`src/rtl/sdf_pkg.sv`:
```
// constants and state type for the sinc3 decimation filter
`default_nettype none
package sdf_pkg;
   // ----------------------------------------
   // clocking and modulator rate
   // ----------------------------------------
   localparam int unsigned CLK_HZ       = 40_000_000;
   localparam int unsigned MOD_DIV      = 128;
   localparam int unsigned MOD_HZ       = CLK_HZ / MOD_DIV;
   localparam logic [6:0]  MOD_DIV_LAST = 7'(MOD_DIV - 1);

   // ----------------------------------------
   // decimation ratio: n = 2**(K_MIN + select)
   // ----------------------------------------
   localparam int unsigned K_MIN  = 4;
   localparam int unsigned K_MAX  = 11;
   localparam int unsigned ACC_W  = 3 * K_MAX + 3;
   localparam int unsigned FRAC_W = 20;
   localparam int unsigned WORD_W = 24;
   localparam logic [2:0]  SETTLE_SYNC = 3'h3;

   // ----------------------------------------
   // register map (byte addresses)
   // ----------------------------------------
   localparam logic [11:0] ADDR_CTRL   = 12'h000;
   localparam logic [11:0] ADDR_STATUS = 12'h004;
   localparam logic [11:0] ADDR_DATA   = 12'h008;
   localparam int unsigned CTRL_SEL_LSB  = 0;
   localparam int unsigned CTRL_HOLD_BIT = 3;
   localparam int unsigned STAT_RDY_BIT  = 0;
   localparam int unsigned STAT_SET_LSB  = 1;
   localparam logic [2:0]  RST_NOTCH_SEL = 3'h0;
   localparam logic        RST_HOLD      = 1'b0;

   typedef struct packed {
      logic               sync1;
      logic               sync2;
      logic [6:0]         div;
      logic [10:0]        dec;
      logic [ACC_W-1:0]   int1;
      logic [ACC_W-1:0]   int2;
      logic [ACC_W-1:0]   int3;
      logic [ACC_W-1:0]   cd1;
      logic [ACC_W-1:0]   cd2;
      logic [ACC_W-1:0]   cd3;
      logic [WORD_W-1:0]  word;
      logic [2:0]         settle;
      logic               rdy;
      logic               wpulse;
      logic [2:0]         sel;
      logic               hold;
      logic               pready;
      logic               pslverr;
      logic [31:0]        prdata;
   } sdf_state_t;
endpackage : sdf_pkg
`default_nettype wire

```
`src/rtl/sdf_filter.sv`:
```
// sinc3 decimation filter with apb register access
//
// Implementation choices: the address map and register access over APB.
`default_nettype none

// Summary of operation
// - sinc cubed low-pass on modulator bitstream
// - length n equals decimation, unity dc gain
// - modulator samples taken at clock over 128
// - output word rate equals first notch
// - notches at multiples of first notch, except multiples of sample rate
// - notch select moves notches, keeps shape
// - cutoff scales with first notch frequency
// - words invalid until filter has settled
// - synchronised start settles in three words
// - headroom above full scale, no saturation
// - no rejection at multiples of sample rate
module sdf_filter
   import sdf_pkg::*;
(
   input  wire logic        clk_in,
   input  wire logic        resetn_in,
   input  wire logic        mod_bit_in,
   input  wire logic        psel_in,
   input  wire logic        penable_in,
   input  wire logic        pwrite_in,
   input  wire logic [11:0] paddr_in,
   input  wire logic [31:0] pwdata_in,
   output logic             pready_out,
   output logic             pslverr_out,
   output logic [31:0]      prdata_out,
   output logic             word_valid_out
);

   // ----------------------------------------
   // helpers
   // ----------------------------------------
   function automatic logic [3:0] ratio_log2(input logic [2:0] sel);
      ratio_log2 = 4'(K_MIN) + {1'b0, sel};
   endfunction

   // divide by n**3 as a shift, n being a power of two
   function automatic logic [WORD_W-1:0] scale_word(
      input logic [ACC_W-1:0] v,
      input logic [2:0]       sel
   );
      logic signed [ACC_W+FRAC_W-1:0] wide;
      logic [5:0]                     sh;
      wide = $signed({v, {FRAC_W{1'b0}}});
      sh   = 6'(3 * ratio_log2(sel));
      wide = wide >>> sh;
      scale_word = wide[WORD_W-1:0];
   endfunction

   sdf_state_t q;
   sdf_state_t d;

   logic        acc_setup;
   logic        acc_done;
   logic [10:0] dec_last;
   logic        restart;
   logic        mod_tick;
   logic        word_tick;
   logic [ACC_W-1:0] x;
   logic [ACC_W-1:0] d1;
   logic [ACC_W-1:0] d2;
   logic [ACC_W-1:0] d3;

   always_comb
   begin
      d = q;

      // ----------------------------------------
      // modulator bit synchroniser
      // ----------------------------------------
      d.sync1 = mod_bit_in;
      d.sync2 = q.sync1;

      // ----------------------------------------
      // apb slave, zero wait states
      // ----------------------------------------
      acc_setup = psel_in && !penable_in;
      acc_done  = psel_in && penable_in && q.pready;
      d.pready  = acc_setup;
      d.wpulse  = 1'b0;
      restart   = q.hold;
      if (acc_setup)
      begin
         d.pslverr = 1'b0;
         d.prdata  = 32'h0000_0000;
         if (paddr_in == ADDR_CTRL)
         begin
            d.prdata[CTRL_SEL_LSB +: 3] = q.sel;
            d.prdata[CTRL_HOLD_BIT]     = q.hold;
         end
         else if (paddr_in == ADDR_STATUS)
         begin
            d.prdata[STAT_RDY_BIT]      = q.rdy;
            d.prdata[STAT_SET_LSB +: 3] = q.settle;
         end
         else if (paddr_in == ADDR_DATA)
         begin
            d.prdata = {{(32-WORD_W){q.word[WORD_W-1]}}, q.word};
         end
         else
         begin
            d.pslverr = 1'b1;
         end
      end
      if (acc_done)
      begin
         if (!pwrite_in && paddr_in == ADDR_DATA)
         begin
            d.rdy = 1'b0;
         end
         if (pwrite_in && paddr_in == ADDR_CTRL)
         begin
            d.sel  = pwdata_in[CTRL_SEL_LSB +: 3];
            d.hold = pwdata_in[CTRL_HOLD_BIT];
            if (d.sel != q.sel)
            begin
               restart = 1'b1;
            end
         end
      end

      // ----------------------------------------
      // modulator rate and decimation timing
      // ----------------------------------------
      // one sample per 128 clocks
      mod_tick  = (q.div == MOD_DIV_LAST);
      d.div     = mod_tick ? 7'h00 : q.div + 7'h01;
      dec_last  = 11'((12'h001 << ratio_log2(q.sel)) - 12'h001);
      word_tick = mod_tick && (q.dec == dec_last);

      // ----------------------------------------
      // integrators at modulator rate
      // ----------------------------------------
      // bit maps to plus or minus one, wide sums
      x  = q.sync2 ? ACC_W'(1) : {ACC_W{1'b1}};
      d1 = q.int3 - q.cd1;
      d2 = d1 - q.cd2;
      d3 = d2 - q.cd3;
      if (mod_tick)
      begin
         d.int1 = q.int1 + x;
         d.int2 = q.int2 + q.int1;
         d.int3 = q.int3 + q.int2;
         d.dec  = word_tick ? 11'h000 : q.dec + 11'h001;
      end

      // ----------------------------------------
      // differencers at output rate
      // ----------------------------------------
      // comb of three gives sinc cubed
      // zeros of comb at multiples of rate
      // cutoff tied to n, so to the notch
      // images at sample rate multiples pass
      // one word per n samples, at first notch
      if (word_tick)
      begin
         d.cd1 = q.int3;
         d.cd2 = d1;
         d.cd3 = d2;
         // divide by n cubed for unity gain
         d.word = scale_word(d3, q.sel);
         if (q.settle != SETTLE_SYNC)
         begin
            d.settle = q.settle + 3'h1;
         end
         if (d.settle == SETTLE_SYNC)
         begin
            d.rdy    = 1'b1;
            d.wpulse = 1'b1;
         end
      end

      // ----------------------------------------
      // hold and restart: zero state, aligned start
      // ----------------------------------------
      // restart clears history, three words
      if (restart)
      begin
         d.div    = 7'h00;
         d.dec    = 11'h000;
         d.int1   = '0;
         d.int2   = '0;
         d.int3   = '0;
         d.cd1    = '0;
         d.cd2    = '0;
         d.cd3    = '0;
         d.settle = 3'h0;
         d.wpulse = 1'b0;
      end
   end

   always_ff @(posedge clk_in or negedge resetn_in)
   begin
      if (!resetn_in)
      begin
         q      <= '0;
         q.sel  <= RST_NOTCH_SEL;
         q.hold <= RST_HOLD;
      end
      else
      begin
         q <= d;
      end
   end

   assign pready_out     = q.pready;
   assign pslverr_out    = q.pslverr;
   assign prdata_out     = q.prdata;
   assign word_valid_out = q.wpulse;

endmodule // sdf_filter
`default_nettype wire

```
`config.mk`:
```
export PLATFORM = sky130hd
export DESIGN_NAME = sdf_filter
export DESIGN_NICKNAME = d
export VERILOG_FILES = /design/src/rtl/sdf_pkg.sv /design/src/rtl/sdf_filter.sv
export SDC_FILE = /design/constraint.sdc
export NUM_CORES = 1
export LEC_CHECK = 0
export BUFFER_PORTS_ARGS = -buffer_cell sky130_fd_sc_hd__buf_2
export CAP_MARGIN = 10
export CORE_ASPECT_RATIO = 0.75
export CORE_MARGIN = 3
export CORE_UTILIZATION = 64
export DETAILED_ROUTE_END_ITERATION = 8
export HOLD_SLACK_MARGIN = 0.15
export PLACE_DENSITY = 0.91
export SYNTH_ARGS = -nofsm -noshare
export SYNTH_HDL_FRONTEND = slang
export SYNTH_SLANG_ARGS = --single-unit
```
`constraint.sdc`:
```
create_clock -name clk_in -period 10.5 [get_ports clk_in]
set_clock_uncertainty 0.2 [all_clocks]
set_input_delay 2.1 -clock clk_in [delete_from_list [all_inputs] [get_ports clk_in]]
set_output_delay 2.1 -clock clk_in [all_outputs]
set_load 0.02 [all_outputs]
```
==> results of run 1 <==
layer usage:
layer / part of all wire (%) / wire (µm)
met2: 45 / 30840
met1: 45 / 30610
met4: 2.0 / 1368
met5: 0 / 0
met3: 8.0 / 5471
flip-flops by register name (all words and copies together) (netlist names):
name	count
d	1
prdata_out	24
pready_out	1
pslverr_out	1
q	267
word_valid_out	1
placed cells by master (no fill, tap or decap), types with 13 or more instances in the layout:
cell type,n
sky130_fd_sc_hd__and3_1,19
sky130_fd_sc_hd__nor3_1,49
sky130_fd_sc_hd__nor2b_1,30
sky130_fd_sc_hd__a21oi_1,397
sky130_fd_sc_hd__o21a_1,40
sky130_fd_sc_hd__o31ai_1,14
sky130_fd_sc_hd__xor2_1,68
sky130_fd_sc_hd__and2_1,22
sky130_fd_sc_hd__xnor2_1,140
sky130_fd_sc_hd__a211o_1,13
sky130_fd_sc_hd__o21ai_0,161
sky130_fd_sc_hd__ha_1,218
sky130_fd_sc_hd__a22o_1,16
sky130_fd_sc_hd__buf_2,55
sky130_fd_sc_hd__or3_1,18
sky130_fd_sc_hd__nand2b_1,31
sky130_fd_sc_hd__nor2_1,244
sky130_fd_sc_hd__mux2i_1,41
sky130_fd_sc_hd__mux2_2,15
sky130_fd_sc_hd__nand2_1,506
sky130_fd_sc_hd__inv_1,169
sky130_fd_sc_hd__clkbuf_16,35
sky130_fd_sc_hd__nand4_1,24
sky130_fd_sc_hd__dfrtp_1,295
sky130_fd_sc_hd__o21bai_1,33
sky130_fd_sc_hd__a211oi_1,53
sky130_fd_sc_hd__nand3_1,66
sky130_fd_sc_hd__buf_4,22
sky130_fd_sc_hd__mux4_2,13
sky130_fd_sc_hd__o211ai_1,31
sky130_fd_sc_hd__a31oi_1,29
sky130_fd_sc_hd__a21o_1,97
worst register-to-register path, delay by kind of cell, from the launching register on:
kind,cells,cell delay [ps]
DFF,1,480
AOI/OAI and AO/OA,16,4220
xor gates and xnor gates,3,640
muxes,1,200
adders and majority gates,3,1090
and+or+nand+nor,7,2170
final timing paths:
check / cells after the start / startpoint / slack (ps) / endpoint
worst max register to register: 30 / q[176]$_DFFE_PN0P_ / 1330 / q[46]$_DFFE_PN0P_
max in group asynchronous: 2 / resetn_in / 7310 / q[70]$_DFFE_PN0P_
worst min register to register: 0 / d[301]$_DFF_PN0_ / 160 / q[301]$_DFF_PN0_
worst min-delay path: 0 / d[301]$_DFF_PN0_ / 160 / q[301]$_DFF_PN0_
worst max-delay path: 30 / q[176]$_DFFE_PN0P_ / 1330 / q[46]$_DFFE_PN0P_
min in group asynchronous: 1 / resetn_in / 1320 / prdata_out[16]$_DFFE_PN0P_
metrics by stage:
step                      instances  power, µW  area [µm²]
after floorplan                3214       5391       25410
after global placement         3625       6157       25750
after detailed placement       3625       6422       25750
after CTS                      3685       7799       26940
after global routing           3686       8474       26970
final                          3686       7901       26970
cell families (layout without fill, tap and decap cells):
group	Yosys count	in the layout	synth area share (%)
AOI/OAI and AO/OA	1005	1005	24.83
muxes	70	70	3.536
buffers and inverters	352	312	5.786
adders and majority gates	225	225	11.29
and+or+nand+nor	1059	1059	18.33
DFF	295	295	29.05
xor gates and xnor gates	208	208	7.170
power groups by stage:
stage                     registers (µW)  logic [µW]  clock network [µW]
after floorplan                     1510        3880                   0
after global placement              1570        4580                   0
after detailed placement            1590        4840                   0
after CTS                           1570        4930                1300
after global routing                1600        5520                1350
final                               1570        5040                1290
final cells by class:
class / count / area share (%)
Tap cell: 512 / 2.375
Multi-Input combinational cell: 2567 / 61.52
Clock inverter: 15 / 0.8026
Inverter: 171 / 2.380
Clock buffer: 45 / 3.610
Timing Repair Buffer: 81 / 1.939
Sequential cell: 295 / 27.37
==> load_flow_metrics.sql, run 1 <==
INSERT INTO impl_metrics (metric_group, metric, value, unit) VALUES
('status', 'outcome', 'completed', ''),
('pwr', 'leakage_power_of_the_design', '0.01318', 'µW'),
('finish', 'multi_input_area', '16590', 'µm²'),
('setup_path', 'cpLargestDelayFamily', 'compound AO/OA/AOI/OAI gates', ''),
('finish', 'post-route-util', '69.67', '%'),
('yosys', 'synth_ff_type', 'sky130_fd_sc_hd__dfrtp_1', ''),
('yosys', 'synth.cells.most_frequent', 'sky130_fd_sc_hd__nand2_1, sky130_fd_sc_hd__a21oi_1, sky130_fd_sc_hd__dfrtp_1, sky130_fd_sc_hd__nor2_1, sky130_fd_sc_hd__ha_1', ''),
('routing', 'routedWlPerCell', '18.53', 'µm'),
('finish', 'area.sequential', '7382', 'µm²'),
('setup_path', 'worst_setup_path_category', 'reg -> reg', ''),
('global_route', 'global_route.peak_usage_layer', 'met2', ''),
('setup_path', 'crit_arrival', '9330', 'ps'),
('sta', 'achievable-frequency', '109.1', 'MHz'),
('sta', 'grt_setup_unrepaired', 'no', ''),
('floorplanning', 'floorplan.die.height', '178.6', 'µm'),
('yosys', 'mapped_nets', '3489', ''),
('setup_path', 'slowest_delay', '810', 'ps'),
('pwr', 'power.share.clock', '16.4', '%'),
('finish', 'layout.nets', '3425', ''),
('yosys', 'sequential_cell_area_fraction_in_the_yosys_report', '29.05', '%'),
('clocking', 'cts.repair_timing.setup_buffer_count', '0', ''),
('place', 'io_buffers', '56', ''),
('global_route', 'globalRouteMet1Util', '44.15', '%'),
('pwr', 'power-per-cell-area', '293.0', 'nW/µm²'),
('global_route', 'via_count_of_the_first_global_routing_pass', '22710', ''),
('place', 'globalplace.congestion', '0.9653', ''),
('clocking', 'clk_root_buffer_cell', 'sky130_fd_sc_hd__clkbuf_16', ''),
('global_route', 'grtUsageTotal', '31.64', '%'),
('routing', 'drc_errors', '0', ''),
('sta', 'finalWorstSetupSlack', '1332', 'ps'),
('routing', 'finalWirelength', '68290', 'µm'),
('worst_hold_path', 'hp-class', 'reg -> reg', ''),
('pwr', 'p_comb_share', '63.7', '%'),
('pwr', 'worst_ir_drop_vdd', '0.2411', 'mV'),
('floorplanning', 'placement_rows', '62', ''),
('routing', 'detail_route.first_pass.iterations', '6', ''),
('global_route', 'grt_pass1_wl', '112800', 'µm'),
('sta', 'timing.hold.ws', '155.2', 'ps'),
('pwr', 'power_switching_share', '46.74', '%'),
('global_route', 'use_met3', '6.136', '%'),
('setup_path', 'critical-path-slowest-cell', 'sky130_fd_sc_hd__a2111oi_0', ''),
('clocking', 'cts.sink_count', '295', ''),
('pwr', 'net-switching-power', '3693', 'µW'),
('floorplanning', 'die_width', '236.1', 'µm'),
('sta', 'final.min_clock_period', '9168', 'ps'),
('routing', 'routed-via-count', '23660', ''),
('yosys', 'postSynthCellCount', '3214', ''),
('global_route', 'grt_start_max_net_pins', '216', ''),
('clocking', 'clk_path_buf_depth', '3', ''),
('yosys', 'synth-async-reset-ratio', '100.0', '%'),
('sta', 'timing.final.hold_violations', '0', ''),
('yosys', 'synth-seq-cells', '295', ''),
('clocking', 'cts_tree', 'built', ''),
('floorplanning', 'initial_core_util', '65.64', '%'),
('floorplanning', 'core_region_area', '38710', 'µm²'),
('yosys', 'postSynthAreaPerCell', '7.905', 'µm²'),
('yosys', 'netlist.top_cell.by_area', 'sky130_fd_sc_hd__dfrtp_1', ''),
('yosys', 'yosysMostFrequentCell', 'sky130_fd_sc_hd__nand2_1', ''),
('sta', 'max_slew.worst_pin.slew', '1192', 'ps'),
('pwr', 'share_seq_of_total_power', '19.9', '%'),
('clocking', 'clk_transition_reported_paths', '70', 'ps'),
('global_route', 'number_of_antenna_violations_at_the_first_check_in_global_routing', '0', ''),
('global_route', 'global_route.overflow_total', '0', ''),
('finish', 'antennaDiodeCount', '0', ''),
('finish', 'fillerInstances', '2901', ''),
('sta', 'drv_slew', '0', ''),
('clocking', 'post_cts_resized', '0', ''),
('floorplanning', 'ioPinCount', '85', ''),
('yosys', 'yosys.cell_types.count', '84', ''),
('yosys', 'synth-warning-count', '0', ''),
('routing', 'antenna_left', '0', '');
(Power assumes the default switching activity.)
==> run 2, diff against run 1 <==
==> constraint.sdc (replaced) <==
create_clock -name clk_in -period 11.4 [get_ports clk_in]
set_clock_uncertainty 0.2 [all_clocks]
set_input_delay 2.28 -clock clk_in [delete_from_list [all_inputs] [get_ports clk_in]]
set_output_delay 2.28 -clock clk_in [all_outputs]
set_load 0.02 [all_outputs]
==> load_flow_metrics.sql, run 2 (same netlist as run 1, synthesis figures left out) <==
INSERT INTO impl_metrics (metric_group, metric, value, unit) VALUES
('status', 'outcome', 'completed', ''),
('floorplanning', 'die_area', '42150', 'µm²'),
('worst_hold_path', 'hp-class', 'reg -> reg', ''),
('sta', 'achievable-frequency', '104.5', 'MHz'),
('setup_path', 'cp_max_fo', '9', ''),
('sta', 'timing.slew.headroom', '15.25', '%'),
('sta', 'timing.final.hold_violations', '0', ''),
('floorplanning', 'die_width', '236.1', 'µm'),
('routing', 'drc_errors', '0', ''),
('sta', 'grt_setup_unrepaired', 'no', ''),
('clocking', 'clock_tree.htree_level_count', '2', ''),
('setup_path', 'critical_path.n_buffers_inverters', '0', ''),
('routing', 'detail_route.first_pass.iterations', '5', ''),
('routing', 'antenna_left', '0', ''),
('setup_path', 'r2r_cells', '30', ''),
('place', 'placed_cell_area', '25740', 'µm²'),
('finish', 'multi_input_area', '16590', 'µm²'),
('routing', 'routed-via-count', '23600', ''),
('routing', 'detailedRoute.firstIterationViolations', '2438', ''),
('global_route', 'grt_start_max_net_pins', '216', ''),
('finish', 'layout.nets', '3425', ''),
('setup_path', 'crit_arrival', '9770', 'ps'),
('run', 'cap_viol_max_count', '0', ''),
('place', 'place.detailed.instances', '3625', ''),
('setup_path', 'crit_end', 'q[55]$_DFFE_PN0P_', ''),
('place', 'hpwlAfterDp', '48040', 'µm'),
('setup_path', 'slowest_delay', '810', 'ps'),
('finish', 'post-route-util', '69.52', '%'),
('global_route', 'global_route.overflow_total', '0', ''),
('setup_path', 'cp-start-kind', 'register', ''),
('finish', 'synthToLayoutAreaGrowth', '5.919', '%'),
('floorplanning', 'initial_core_util', '65.64', '%'),
('clocking', 'cts.sink_count', '295', ''),
('finish', 'most_frequent_cells_in_the_layout', 'sky130_fd_sc_hd__nand2_1, sky130_fd_sc_hd__a21oi_1, sky130_fd_sc_hd__dfrtp_1, sky130_fd_sc_hd__nor2_1, sky130_fd_sc_hd__ha_1', ''),
('sta', 'final-setup-viol-count', '0', ''),
('clocking', 'clk_root_buffer_cell', 'sky130_fd_sc_hd__clkbuf_16', ''),
('global_route', 'grt_pass1_wl', '113600', 'µm'),
('clocking', 'post_cts_resized', '0', ''),
('finish', 'final_common_cell', 'sky130_fd_sc_hd__nand2_1', ''),
('floorplanning', 'core_region_area', '38710', 'µm²'),
('clocking', 'cts_inserted_buffers', '34', ''),
('clocking', 'clk_transition_reported_paths', '70', 'ps'),
('setup_path', 'worst_setup_path_category', 'reg -> reg', ''),
('setup_path', 'worst-r2r-setup-slack', '1830', 'ps'),
('setup_path', 'timing.critical_path.to_type', 'register', ''),
('finish', 'finish.instance_area', '26910', 'µm²'),
('clocking', 'clk_path_buf_depth', '3', ''),
('finish', 'largest_register_ff_count', '267', ''),
('setup_path', 'worst_setup_path_startpoint', 'q[176]$_DFFE_PN0P_', ''),
('global_route', 'grtUsageTotal', '31.78', '%'),
('floorplanning', 'ioPinCount', '85', ''),
('pwr', 'power-per-cell-area', '268.2', 'nW/µm²'),
('pwr', 'leakage_power_of_the_design', '0.01316', 'µW'),
('finish', 'fillerInstances', '2874', ''),
('setup_path', 'worst_ep_required_time', '11610', 'ps'),
('global_route', 'via_count_of_the_first_global_routing_pass', '22950', ''),
('clocking', 'hold_buffers', '0', ''),
('finish', 'regMostFlops', 'q', ''),
('finish', 'drive_gt1_share', '6.114', '%'),
('floorplanning', 'floorplan.die.height', '178.6', 'µm'),
('global_route', 'number_of_antenna_violations_at_the_first_check_in_global_routing', '0', ''),
('pwr', 'worst_ir_drop_vdd', '0.2186', 'mV'),
('clocking', 'clk_latency_worst_skew_pair', '550', 'ps'),
('setup_path', 'critical-path-slowest-cell', 'sky130_fd_sc_hd__a2111oi_0', ''),
('clocking', 'cts_tree', 'built', ''),
('setup_path', 'worst_r2r_endpoint', 'q[55]$_DFFE_PN0P_', ''),
('sta', 'fin_setup_tns', '0', 'ps'),
('setup_path', 'cpLargestDelayFamily', 'compound AO/OA/AOI/OAI gates', ''),
('setup_path', 'reg2reg_from', 'q[176]$_DFFE_PN0P_', ''),
('sta', 'drv_slew', '0', ''),
('floorplanning', 'placement_rows', '62', ''),
('routing', 'detail_route.vias_per_cell', '6.403', ''),
('routing', 'finalWirelength', '68130', 'µm'),
('place', 'globalplace.congestion', '0.9356', ''),
('sta', 'final.min_clock_period', '9567', 'ps'),
('clocking', 'cts.repair_timing.setup_buffer_count', '0', ''),
('sta', 'finalCritPeriodShare', '83.92', '%'),
('routing', 'routedWlPerCell', '18.49', 'µm'),
('finish', 'antennaDiodeCount', '0', ''),
('finish', 'area.sequential', '7382', 'µm²'),
('setup_path', 'cp_num_cells', '30', ''),
('sta', 'max_slew.worst_pin.slew', '1239', 'ps'),
('place', 'io_buffers', '56', ''),
('finish', 'post_layout_nonfiller_instances', '3685', '');
## run 2: routing by layer
layer	vias to the layer above	wire length, µm	part of all wire, %	track usage (%)
li1	11250	-	-	-
met1	11350	31020	46	45.01
met2	887	30960	45	51.45
met3	115	5041	7.4	5.317
met4	0	1112	1.6	6.940
met5	-	0	0	0
## run 2: worst min-delay path by stage
stage / from / endpoint / slack, ps / cells past startpoint
after floorplan: d[301]$_DFF_PN0_ / q[301]$_DFF_PN0_ / 130 / 0
after global placement: d[301]$_DFF_PN0_ / q[301]$_DFF_PN0_ / 150 / 0
after detailed placement: d[301]$_DFF_PN0_ / q[301]$_DFF_PN0_ / 150 / 0
after CTS: d[301]$_DFF_PN0_ / q[301]$_DFF_PN0_ / 170 / 0
after global routing: d[301]$_DFF_PN0_ / q[301]$_DFF_PN0_ / 180 / 0
final: d[301]$_DFF_PN0_ / q[301]$_DFF_PN0_ / 160 / 0
## run 2: report_power, final
part           switching, µW  internal, µW  total, µW  leakage, µW
clock network            470           668       1140     0.000563
registers                215          1240       1450      0.00318
logic                   2710          1920       4630      0.00941
total                   3390          3820       7220       0.0132
## run 2: through the flow
step	worst slack, ps	hold slack (ps)	power, µW
4_1_cts	2269	170.7	7127
6_report	1833	161.7	7217
5_1_grt	1143	183.5	7763
3_5_place_dp	2371	149.1	5925
2_1_floorplan	4082	131.2	4965
3_3_place_gp	2664	145.3	5669
## run 2: final cells by class
class	instances	share of cell area, %
clock buffers	48	3.770
multi-input cells	2567	61.64
inverters	171	2.385
well taps	512	2.380
flip-flops and latches	295	27.43
repair buffers	81	1.897
clock inverters	11	0.4928
